`config.mk`:
```
export PLATFORM = sky130hd
export DESIGN_NAME = lpf_top
export DESIGN_NICKNAME = d
export VERILOG_FILES = /design/src/rtl/lpf_pkg.sv /design/src/rtl/lpf_pwm_chan.sv /design/src/rtl/lpf_top.sv /design/src/rtl/lpf_watchdog_enable_bit.sv
export VERILOG_INCLUDE_DIRS = /design/src /design/src/rtl
export SDC_FILE = /design/constraint.sdc
export NUM_CORES = 2
export LEC_CHECK = 0
export BUFFER_PORTS_ARGS = -buffer_cell sky130_fd_sc_hd__buf_2
export CAP_MARGIN = 20
export CORE_UTILIZATION = 60
export CTS_CLUSTER_DIAMETER = 120
export CTS_CLUSTER_SIZE = 8
export DETAILED_ROUTE_END_ITERATION = 16
export GPL_TIMING_DRIVEN = 0
export MAX_ROUTING_LAYER = met4
export PLACE_DENSITY = 0.82
export SYNTH_ARGS = -nofsm -noshare
export SYNTH_HDL_FRONTEND = slang
export SYNTH_SLANG_ARGS = --single-unit
```
`constraint.sdc`:
```
create_clock -name I_CLK -period 7.5 [get_ports I_CLK]
set_input_delay 1.5 -clock I_CLK [delete_from_list [all_inputs] [get_ports I_CLK]]
set_output_delay 1.5 -clock I_CLK [all_outputs]
set_load 0.03 [all_outputs]
```
`src/rtl/lpf_regs.svh`:
```
`ifndef LPF_REGS_SVH
`define LPF_REGS_SVH
// ---------------------------------------------
// frame and subframe timing, in clock periods
// ---------------------------------------------
`define LPF_FRAME_CLKS     524288
`define LPF_SUB_CLKS_12    4096
`define LPF_SUB_CLKS_14    16384
`define LPF_USE_CLKS_12    4064
`define LPF_USE_CLKS_14    16320
`define LPF_SUBFRAMES_14   32
`define LPF_VAL_W          14
// ---------------------------------------------
// watchdog: time in ms, cycles derived at 4 ns
// ---------------------------------------------
`define LPF_CLK_PERIOD_NS  4
`define LPF_WATCHDOG_ENABLE_BIT_TIME_MS   40
`define LPF_WATCHDOG_ENABLE_BIT_CYCLES    ((`LPF_WATCHDOG_ENABLE_BIT_TIME_MS * 1000000) / `LPF_CLK_PERIOD_NS)
// ---------------------------------------------
// data lengths per device
// ---------------------------------------------
`define LPF_SHORT_BITS     16
`define LPF_VALS_DIRECT    16
`define LPF_VALS_MUX       32
// ---------------------------------------------
// register byte offsets and fields
// ---------------------------------------------
`define LPF_OFS_CFG        8'h00
`define LPF_OFS_STATUS     8'h04
`define LPF_OFS_TRIM       8'h08
`define LPF_OFS_GLOBAL     8'h0C
`define LPF_CFG_W          5
`define LPF_ST_OTEMP       0
`define LPF_ST_WATCHDOG_ENABLE_BIT        1
`define LPF_ST_OPEN        2
`define LPF_ST_SF_LSB      8
`endif

```
`src/rtl/lpf_pkg.sv`:
```
`default_nettype none
package lpf_pkg;
   // -------------------------------
   // commands, receiver, config
   // -------------------------------
   typedef enum logic [1:0] {
      LPF_CMD_PWM  = 2'h0,
      LPF_CMD_TRIM = 2'h1,
      LPF_CMD_GLOB = 2'h2,
      LPF_CMD_CFG  = 2'h3
   } lpf_cmd_e_t;
   // gray along idle -> shift -> full
   typedef enum logic [1:0] {
      RX_IDLE  = 2'h0,
      RX_SHIFT = 2'h1,
      RX_FULL  = 2'h3
   } lpf_rx_e_t;
   typedef struct packed {
      logic quarter_global_mode;
      logic pwm_on;
      logic crst;
      logic watchdog_enable_bit;
      logic mux;
   } lpf_cfg_t;
   // -------------------------------
   // state records
   // -------------------------------
   typedef struct packed {
      logic        prev;
      logic [23:0] cnt;
      logic        trip;
   } lpf_wd_t;
   typedef struct packed {
      lpf_rx_e_t         rx;
      lpf_cmd_e_t        cmd;
      logic [3:0]        vbit;
      logic [4:0]        vidx;
      logic [15:0]       sh;
      logic [31:0][13:0] mid;
      logic [31:0][13:0] act;
      logic [7:0]        trim_y;
      logic [7:0]        trim_z;
      logic [7:0]        glob_mid;
      logic [7:0]        glob_act;
      lpf_cfg_t          cfg;
      logic [13:0]       pwm;
      logic [6:0]        sf;
      logic              otemp;
      logic              wd_flag;
      logic [15:0]       drive;
      logic              an_a_n;
      logic              an_b_n;
      logic [9:0]        tally;
      logic              tally_vld;
      logic              pready;
      logic              pslverr;
      logic [31:0]       prdata;
   } lpf_state_t;
endpackage
`default_nettype wire

```
`src/rtl/lpf_pwm_chan.sv`:
```
`default_nettype none
// one output comparator; odd outputs run mirrored to spread supply load
module lpf_pwm_chan #(
   parameter int         W   = 12,
   parameter bit         INV = 1'b0
) (
   input  wire logic [13:0] i_cnt,
   input  wire logic [13:0] i_val,
   input  wire logic [13:0] i_off,
   output logic             o_on
);
   localparam logic [13:0] LAST = 14'((1 << W) - 1);
   logic [13:0] pos;
   logic [14:0] stop;
   // ---------------------------------
   // window [off, off+val) clipped at end
   // ---------------------------------
   always_comb begin
      pos  = INV ? LAST - i_cnt : i_cnt;
      stop = {1'b0, i_off} + {1'b0, i_val};
      o_on = (pos >= i_off) && ({1'b0, pos} < stop) && (pos <= LAST - i_off);
   end
endmodule
`default_nettype wire

```
`src/rtl/lpf_top.sv`:
```
// What this block does
// - 14-bit subframe is 16384 clocks; 32 subframes make a 524288-clock frame.
// - usable on-time is 4064 of 4096 or 16320 of 16384 clocks.
// - config bit 0 set enables multiplex; anode switches alternate, active low.
// - in multiplex, ports drive alternate value sets; global subframes halve.
// - enabled watchdog clears all pwm latches if an input stays still 40ms.
// - watchdog leaves trim, global, counters and multiplex setting alone.
// - any open output below 200mV adds at most one to tally.
// - overtemperature forces all outputs off until it falls below lower threshold.
// - command being received picks which fault kind is tallied.
// - trim, global and config commands carry exactly sixteen bits each.
// - every data byte arrives most significant bit first.
// - pwm command carries 192, 384, 224 or 448 bits by variant and mode.
// - pwm values go to an intermediate latch, applied at subframe and clock zero.
// - two 8-bit trim values, z first, applied at once.
// - global byte sent twice, right aligned, applied at subframe and clock zero.
// - global value n lights n+1 of the subframes, spread evenly.
// - four commands by two-bit code; each device gets its own data.
// - command pair sent three times in the header.
// - command low bit zero counts overtemperature, one counts open outputs.
// - watchdog runs only while config bit 1 is set; default clear.
// - 12-bit outputs are off first 16 and last 16 clocks of each subframe.
//
// Design decisions made here: the placing of the registers and the APB slave port.
`include "lpf_regs.svh"
`default_nettype none
module lpf_top #(
   parameter int PWM_BITS    = 12,
   parameter int WATCHDOG_ENABLE_BIT_CYCLES = `LPF_WATCHDOG_ENABLE_BIT_CYCLES
) (
   input  wire logic              I_CLK,
   input  wire logic              I_RST,
   // apb slave
   input  wire logic              PSEL,
   input  wire logic              PENABLE,
   input  wire logic              PWRITE,
   input  wire logic [7:0]        PADDR,
   input  wire logic [31:0]       PWDATA,
   output logic                   PREADY,
   output logic [31:0]            PRDATA,
   output logic                   PSLVERR,
   // data segment from the header parser
   input  wire logic              I_SEG_START,
   input  wire lpf_pkg::lpf_cmd_e_t I_CMD_CODE,
   input  wire logic              I_DATA_VALID,
   input  wire logic              I_DATA_BIT,
   // fault tally field passing through
   input  wire logic              I_TALLY_VALID,
   input  wire logic [9:0]        I_TALLY_IN,
   output logic                   O_TALLY_VALID,
   output logic [9:0]             O_TALLY_OUT,
   // raw serial inputs seen by the watchdog
   input  wire logic              I_SERIAL_CLOCK_IN,
   input  wire logic              I_SERIAL_DATA_IN,
   input  wire logic              I_FRAME_LOAD_IN,
   // analog comparators
   input  wire logic [15:0]       I_OPEN_LED,
   input  wire logic              I_TEMP_ABOVE_HI,
   input  wire logic              I_TEMP_BELOW_LO,
   // driver side
   output logic [15:0]            O_DRIVE,
   output logic                   O_ANODE_SWITCH_A_N,
   output logic                   O_ANODE_SWITCH_B_N,
   output logic [7:0]             O_PORT_CURRENT_TRIM_Y,
   output logic [7:0]             O_PORT_CURRENT_TRIM_Z
);
   import lpf_pkg::*;

   // ---------------------------------------------
   // variant geometry
   // ---------------------------------------------
   localparam int SUB  = 1 << PWM_BITS;
   localparam int USE  = (PWM_BITS == 12) ? `LPF_USE_CLKS_12 : `LPF_USE_CLKS_14;
   localparam int SF_W = 19 - PWM_BITS;
   localparam logic [13:0] SUB_LAST = 14'(SUB - 1);
   localparam logic [13:0] OFF      = 14'((SUB - USE) / 2);
   localparam logic [13:0] VMASK    = 14'(SUB - 1);
   localparam logic [6:0]  SF_LAST  = 7'((1 << SF_W) - 1);
   localparam logic [3:0]  VLAST    = 4'(PWM_BITS - 1);
   localparam logic [3:0]  SLAST    = 4'(`LPF_SHORT_BITS - 1);
   localparam logic [4:0]  NV_DIR   = 5'(`LPF_VALS_DIRECT - 1);
   localparam logic [4:0]  NV_MUX   = 5'(`LPF_VALS_MUX - 1);

   lpf_state_t s_reg;
   lpf_state_t s_next;
   logic [2:0]  wd_hit;
   logic        wd_trip;
   logic [15:0] chan_on;
   logic        sel_b;
   logic        glob_on;
   logic        zero_pt;
   logic        fault;
   logic        apb_go;
   logic        apb_done;
   logic [6:0]  sf_wrap;

   // ---------------------------------------------
   // watchdogs, one per monitored input
   // ---------------------------------------------
   lpf_watchdog_enable_bit #(.CYCLES(WATCHDOG_ENABLE_BIT_CYCLES)) u_wd_clk (
      .i_clk  (I_CLK),
      .i_rst  (I_RST),
      .i_en   (s_reg.cfg.watchdog_enable_bit),
      .i_lvl  (I_SERIAL_CLOCK_IN),
      .o_trip (wd_hit[0])
   );
   lpf_watchdog_enable_bit #(.CYCLES(WATCHDOG_ENABLE_BIT_CYCLES)) u_wd_dat (
      .i_clk  (I_CLK),
      .i_rst  (I_RST),
      .i_en   (s_reg.cfg.watchdog_enable_bit),
      .i_lvl  (I_SERIAL_DATA_IN),
      .o_trip (wd_hit[1])
   );
   lpf_watchdog_enable_bit #(.CYCLES(WATCHDOG_ENABLE_BIT_CYCLES)) u_wd_ld (
      .i_clk  (I_CLK),
      .i_rst  (I_RST),
      .i_en   (s_reg.cfg.watchdog_enable_bit),
      .i_lvl  (I_FRAME_LOAD_IN),
      .o_trip (wd_hit[2])
   );
   assign wd_trip = |wd_hit;

   // ---------------------------------------------
   // per-output comparators, odd outputs mirrored
   // ---------------------------------------------
   assign sel_b = s_reg.cfg.mux & s_reg.sf[0];
   for (genvar i = 0; i < 16; i++) begin : g_chan
      lpf_pwm_chan #(.W(PWM_BITS), .INV(i % 2 == 1)) u_chan (
         .i_cnt (s_reg.pwm),
         .i_val (sel_b ? s_reg.act[16 + i] : s_reg.act[i]),
         .i_off (OFF),
         .o_on  (chan_on[i])
      );
   end

   // ---------------------------------------------
   // global density: n+1 of 2^w subframes lit
   // ---------------------------------------------
   function automatic logic glob_lit(input logic [6:0] idx, input logic [7:0] val,
                                     input int unsigned w);
      logic [7:0]  msk;
      logic [8:0]  np1;
      logic [16:0] a;
      logic [16:0] b;
      msk = 8'((9'h001 << w) - 9'h001);
      np1 = {1'b0, val & msk} + 9'h001;
      a   = 17'({8'h00, idx} * np1);
      b   = a + 17'(np1);
      // an edge of floor(k*(n+1)/2^w) marks a lit subframe
      glob_lit = (b >> w) != (a >> w);
   endfunction

   always_comb begin
      int unsigned w;
      logic [6:0]  gi;
      w  = SF_W;
      gi = s_reg.sf;
      if (s_reg.cfg.mux) begin
         w  = w - 1;
         gi = s_reg.sf >> 1;
      end
      if (PWM_BITS == 14 && s_reg.cfg.quarter_global_mode) begin
         w = w - 2;
      end
      glob_on = glob_lit(gi, s_reg.glob_act, w);
   end

   // in 14-bit, quarter mode cuts the subframe wheel to a quarter
   assign sf_wrap = (PWM_BITS == 14 && s_reg.cfg.quarter_global_mode) ? (SF_LAST >> 2) : SF_LAST;
   assign zero_pt = (s_reg.pwm == 14'h0000) && (s_reg.sf == 7'h00);
   // the code being received picks the fault kind
   assign fault   = I_CMD_CODE[0] ? (|I_OPEN_LED) : s_reg.otemp;
   assign apb_go   = PSEL & PENABLE & ~s_reg.pready;
   assign apb_done = PSEL & PENABLE & s_reg.pready;

   // ---------------------------------------------
   // next state
   // ---------------------------------------------
   always_comb begin
      logic [15:0] sh_new;
      logic [4:0]  nv;
      sh_new = {s_reg.sh[14:0], I_DATA_BIT};
      nv     = s_reg.cfg.mux ? NV_MUX : NV_DIR;
      s_next = s_reg;

      // frame counters; crst is a one-shot
      if (s_reg.cfg.crst) begin
         s_next.pwm      = 14'h0000;
         s_next.sf       = 7'h00;
         s_next.cfg.crst = 1'b0;
      end else if (s_reg.pwm == SUB_LAST) begin
         s_next.pwm = 14'h0000;
         s_next.sf  = (s_reg.sf >= sf_wrap) ? 7'h00 : s_reg.sf + 7'h01;
      end else begin
         s_next.pwm = s_reg.pwm + 14'h0001;
      end

      // staged values land only at the frame origin
      if (zero_pt) begin
         s_next.act      = s_reg.mid;
         s_next.glob_act = s_reg.glob_mid;
      end

      // data segment receiver
      if (I_SEG_START) begin
         s_next.rx   = RX_SHIFT;
         s_next.cmd  = I_CMD_CODE;
         s_next.vbit = 4'h0;
         s_next.vidx = 5'h00;
      end else if (s_reg.rx == RX_SHIFT && I_DATA_VALID) begin
         s_next.sh   = sh_new;
         s_next.vbit = s_reg.vbit + 4'h1;
         case (s_reg.cmd)
            LPF_CMD_PWM: begin
               if (s_reg.vbit == VLAST) begin
                  // z7 arrives first; 15-k modulo 32 also maps the second set
                  s_next.mid[5'h0F - s_reg.vidx] = sh_new[13:0] & VMASK;
                  s_next.vbit = 4'h0;
                  s_next.vidx = s_reg.vidx + 5'h01;
                  if (s_reg.vidx == nv) begin
                     s_next.rx = RX_FULL;
                  end
               end
            end
            LPF_CMD_TRIM: begin
               if (s_reg.vbit == SLAST) begin
                  s_next.trim_z = sh_new[15:8];
                  s_next.trim_y = sh_new[7:0];
                  s_next.rx     = RX_FULL;
               end
            end
            LPF_CMD_GLOB: begin
               if (s_reg.vbit == SLAST) begin
                  s_next.glob_mid = sh_new[7:0];
                  s_next.rx       = RX_FULL;
               end
            end
            LPF_CMD_CFG: begin
               if (s_reg.vbit == SLAST) begin
                  s_next.cfg = lpf_cfg_t'(sh_new[`LPF_CFG_W-1:0]);
                  s_next.rx  = RX_FULL;
               end
            end
            default: s_next.rx = RX_IDLE;
         endcase
      end

      // silent link: drop only the pwm values
      if (wd_trip) begin
         s_next.mid     = '0;
         s_next.act     = '0;
         s_next.wd_flag = 1'b1;
      end

      // thermal hysteresis
      if (I_TEMP_ABOVE_HI) begin
         s_next.otemp = 1'b1;
      end else if (I_TEMP_BELOW_LO) begin
         s_next.otemp = 1'b0;
      end

      // tally field passes with at most one added
      s_next.tally_vld = I_TALLY_VALID;
      if (I_TALLY_VALID) begin
         s_next.tally = I_TALLY_IN + {9'h000, fault};
      end

      // outputs, one clock behind the counters
      s_next.drive  = (s_reg.cfg.pwm_on && glob_on && !s_reg.otemp) ? chan_on : 16'h0000;
      s_next.an_a_n = ~(s_reg.cfg.mux & ~s_reg.sf[0]);
      s_next.an_b_n = ~(s_reg.cfg.mux & s_reg.sf[0]);

      // apb: answer on the second access cycle
      s_next.pready  = apb_go;
      s_next.pslverr = 1'b0;
      s_next.prdata  = 32'h00000000;
      if (apb_go) begin
         case (PADDR)
            `LPF_OFS_CFG:    s_next.prdata = {27'h0000000, s_reg.cfg};
            `LPF_OFS_STATUS: s_next.prdata = {17'h00000, s_reg.sf, 5'h00, |I_OPEN_LED,
                                              s_reg.wd_flag, s_reg.otemp};
            `LPF_OFS_TRIM:   s_next.prdata = {16'h0000, s_reg.trim_y, s_reg.trim_z};
            `LPF_OFS_GLOBAL: s_next.prdata = {16'h0000, s_reg.glob_mid, s_reg.glob_act};
            default:         s_next.pslverr = 1'b1;
         endcase
      end
      if (apb_done && PWRITE) begin
         case (PADDR)
            `LPF_OFS_CFG: s_next.cfg = lpf_cfg_t'(PWDATA[`LPF_CFG_W-1:0]);
            `LPF_OFS_STATUS: begin
               // a trip in the same cycle keeps the flag set
               if (PWDATA[`LPF_ST_WATCHDOG_ENABLE_BIT] && !wd_trip) begin
                  s_next.wd_flag = 1'b0;
               end
            end
            default: s_next.wd_flag = s_next.wd_flag;
         endcase
      end
   end

   // ---------------------------------------------
   // state register
   // ---------------------------------------------
   always_ff @(posedge I_CLK) begin
      if (I_RST) begin
         s_reg        <= '0;
         s_reg.an_a_n <= 1'b1;
         s_reg.an_b_n <= 1'b1;
      end else begin
         s_reg <= s_next;
      end
   end

   assign PREADY                = s_reg.pready;
   assign PRDATA                = s_reg.prdata;
   assign PSLVERR               = s_reg.pslverr;
   assign O_TALLY_VALID         = s_reg.tally_vld;
   assign O_TALLY_OUT           = s_reg.tally;
   assign O_DRIVE               = s_reg.drive;
   assign O_ANODE_SWITCH_A_N    = s_reg.an_a_n;
   assign O_ANODE_SWITCH_B_N    = s_reg.an_b_n;
   assign O_PORT_CURRENT_TRIM_Y = s_reg.trim_y;
   assign O_PORT_CURRENT_TRIM_Z = s_reg.trim_z;
endmodule
`default_nettype wire

```
`src/rtl/lpf_watchdog_enable_bit.sv`:
```
`default_nettype none
// toggle watchdog for one serial input; pulses again every CYCLES clocks while silence lasts
module lpf_watchdog_enable_bit
   import lpf_pkg::*;
#(
   parameter int CYCLES = 10000000
) (
   input  wire logic i_clk,
   input  wire logic i_rst,
   input  wire logic i_en,
   input  wire logic i_lvl,
   output logic      o_trip
);
   localparam logic [23:0] LIMIT = 24'(CYCLES - 1);
   lpf_wd_t s_reg;
   lpf_wd_t s_next;
   // ---------------------------------
   // restart on any edge, trip at limit
   // ---------------------------------
   always_comb begin
      s_next      = s_reg;
      s_next.prev = i_lvl;
      s_next.trip = 1'b0;
      if (!i_en || (i_lvl != s_reg.prev)) begin
         s_next.cnt = 24'h000000;
      end else if (s_reg.cnt == LIMIT) begin
         s_next.cnt  = 24'h000000; // rearm: blanks again if still silent
         s_next.trip = 1'b1;
      end else begin
         s_next.cnt = s_reg.cnt + 24'h000001;
      end
   end
   always_ff @(posedge i_clk) begin
      if (i_rst) begin
         s_reg <= '0;
      end else begin
         s_reg <= s_next;
      end
   end
   assign o_trip = s_reg.trip;
endmodule
`default_nettype wire

```
==> flow_metrics.env <==
export IMPL_die_area_um2=78020
export IMPL_synth_top_family_by_area="simple AND/OR/NAND/NOR gates"
export IMPL_fp_dieW_um=279.3
export IMPL_antenna_found_initial=8
export IMPL_syn2layout_area_growth_pct=14.46
export IMPL_grtUsageTotal_pct=45.19
export IMPL_p_comb_share_pct=5.2
export IMPL_htreeDepth=4
export IMPL_power_density_nw_per_um2=218.3
export IMPL_p_sw_mw=2.831
export IMPL_worstPathRequired_ns=8.05
export IMPL_rsz0062_at_grt="false"
export IMPL_vias=45110
export IMPL_cts_root_buf="clkbuf_16"
export IMPL_tritoncts="built"
export IMPL_synth_simple_area_share_pct=23.38
export IMPL_fin_nets=6582
export IMPL_period_share_pct=96.10
export IMPL_clock_skew_ns=0.03566
export IMPL_peakVddDrop_mv=0.2399
export IMPL_final_cell_mix="nand2_1 (1895), dfxtp_1 (980), a21oi_1 (881), clkbuf_1 (308), ha_1 (245)"
export IMPL_finalMaxSlewViolations=0
export IMPL_routed_wl_um=175500
export IMPL_cts_buffers=140
export IMPL_startpoint_type="register"
export IMPL_synth_area_per_cell_um2=7.804
export IMPL_clk_latency_ns=0.76
export IMPL_yosys_warnings=0
export IMPL_synth_seq_cells=981
export IMPL_ant_nets=0
export IMPL_die_height_um=279.3
export IMPL_dp_final_hpwl_um=120700
export IMPL_final_hold_viol_count=0
export IMPL_intPower_mw=8.698
export IMPL_fillers=6209
export IMPL_path_class="reg -> reg"
export IMPL_via_per_inst=6.177
export IMPL_grt_pass1_wl_um=252400
export IMPL_synthAdderAreaFrac_pct=7.380
export IMPL_yosysUniqueCellTypes=67
export IMPL_worst_ep_arrival_time_ns=7.76
export IMPL_largest_register_ff_count=840
export IMPL_drtPass1Iterations=7
export IMPL_status="complete, no violations"
export IMPL_relSlewSlack_pct=3.894
export IMPL_max_slew_worst_pin_slew_ns=1.440
export IMPL_overflow=0
export IMPL_grt_max_degree=19
export IMPL_fin_crit_ns=7.207
export IMPL_cts_setup_buffers=0
export IMPL_pwr_share_clk_pct=49.3
export IMPL_portBuffers=114
export IMPL_seq_area_frac_synth_pct=42.56
export IMPL_core_um2=76080
export IMPL_cp_end_kind="register"
export IMPL_hold_path_class="reg -> reg"
export IMPL_grt_pass1_vias=41060
export IMPL_drtIter0Drc=6080
export IMPL_globalplace_congestion=1.065
export IMPL_seqPwrFrac_pct=45.5
export IMPL_synth_edff_count=0
export IMPL_rows=101
export IMPL_setup_tns_ns=0
export IMPL_synth_compound_area_share_pct=12.95
export IMPL_sw_frac_of_total_pct=24.56
export IMPL_postLayoutSetupSlackWorst_ns=0.2928
export IMPL_yosys_area_share_xor_xnor_pct=4.018
export IMPL_clock_path_buffers=3
export IMPL_pre_cts_ws_ns=0.02178
export IMPL_setup_violations_final=0
export IMPL_drc=0
export IMPL_synth_flop_cell="dfxtp_1"
export IMPL_clk_pin_slew_ns=0.05
export IMPL_clock_sinks=981
export IMPL_maxCapViolations=0
export IMPL_start_util_pct=60.66
export IMPL_wl_per_cell_um=24.03
export IMPL_cp_max_fo=10
export IMPL_drive_gt1_share_pct=8.125
export IMPL_netlist_area_um2=46150
export IMPL_synthCells=5913
export IMPL_async_reset_ff_share_pct=0
export IMPL_leakage_nw=19.26
export IMPL_max_clock_freq_mhz=138.8
export IMPL_synth_mux_area_share_pct=4.452
export IMPL_io_pins=161
export IMPL_layout_commonest_cell="nand2_1"
[per-layer routing]
layer  part of all wire [%]  vias up  global-route usage (%)
met2                     40     2997                   62.38
met5                      0        -                       -
li1                       -    20190                       -
met4                    8.6        0                   32.52
met1                     37    21060                   54.29
met3                     14      863                   15.95
[worst paths after layout]
kind / endpoint / from / cells past startpoint / slack, ns
setup / recovery: O_DRIVE[3]$_SDFF_PP0_ / s_reg[86]$_SDFF_PP0_ / 24 / 0.29
setup reg to reg: O_DRIVE[3]$_SDFF_PP0_ / s_reg[86]$_SDFF_PP0_ / 24 / 0.29
hold / removal: s_reg[267]$_SDFFE_PP0P_ / s_reg[715]$_SDFFE_PP0P_ / 2 / 0.44
hold reg to reg: s_reg[267]$_SDFFE_PP0P_ / s_reg[715]$_SDFFE_PP0P_ / 2 / 0.44
[layout make-up]
class                           count  area [µm²]  share of cell area, %
Antenna cell                       21       52.55                0.09949
Buffer                            463        2121                  4.015
Clock buffer                      144        3571                  6.761
Clock inverter                     12       172.7                 0.3269
Inverter                           84       315.3                 0.5969
Multi-Input combinational cell   4400       24160                  45.74
Sequential cell                   981       19640                  37.18
Tap cell                         1030        1289                  2.440
Timing Repair Buffer              168        1500                  2.840
[power by group through the flow]
stage          registers [mW]  logic, mW  clock network, mW
6_report                 5.24      0.603               5.68
5_1_grt                  5.24      0.619               5.89
4_1_cts                  5.24      0.570               5.65
3_5_place_dp             5.35      0.566                  0
3_3_place_gp             5.35      0.543                  0
2_1_floorplan            5.34      0.324                  0
[cell usage after synthesis, types with 24 or more instances]
cell type / n / area, µm²
o21ai_0: 70 / 350.3
buf_2: 61 / 305.3
nor3_1: 47 / 235.2
nand3_1: 236 / 1181
a21o_1: 60 / 450.4
buf_4: 74 / 555.5
mux2i_1: 188 / 1882
inv_1: 84 / 315.3
xnor2_1: 95 / 832.1
xor2_1: 111 / 972.2
nand2_1: 1895 / 7113
dfxtp_1: 981 / 19640
nand4_1: 51 / 319.1
a21oi_1: 881 / 4409
and2_1: 24 / 150.1
clkbuf_1: 316 / 1186
nor2_1: 224 / 840.8
ha_1: 245 / 3065
[kinds of logic after synthesis]
kind of cell             count (synthesis)
AO/OA/AOI/OAI                         1105
XOR/XNOR                               208
adder cells (fa/ha/maj)                262
buffers and inverters                  547
flip-flops                             981
multiplexers                           200
other                                    1
AND/OR/NAND/NOR                       2609
[stage by stage]
step	utilization (%)	hold WS, ns	area, µm²	total power, mW	std cells
6_report	69.43	0.4379	52820	11.53	7303
5_1_grt	69.40	0.4536	52790	11.75	7293
4_1_cts	69.09	0.4345	52560	11.47	7270
3_5_place_dp	64.17	0.4407	48820	5.912	7114
3_3_place_gp	63.18	0.4375	48060	5.892	7072
2_1_floorplan	-	0.4260	46200	5.666	5928
[timing repair]
action                                  in CTS  in global routing
hold buffers                                 0                  0
endpoints found under the setup margin       0                 11
gates resized for setup                      0                  2
[worst max-delay path, cell delays in order (launching register included)]
cell and delay [ns]:
dfxtp_1 0.33, buf_6 0.15, clkbuf_2 0.32, mux2i_1 0.56, inv_1 0.11, and2_1 0.19, fa_1 0.48, inv_1 0.05
fa_1 0.47, inv_1 0.05, fa_1 0.53, inv_1 0.06, fa_1 0.53, inv_1 0.05, ha_1 0.35, or3b_2 0.49
o221a_2 0.15, nand3_1 0.13, ha_1 0.28, xnor2_1 0.17, mux2i_1 0.13, a211oi_4 0.64, buf_8 0.26, buf_6 0.33
nor4_2 0.14
No activity file was read; power rests on OpenSTA's default activity.
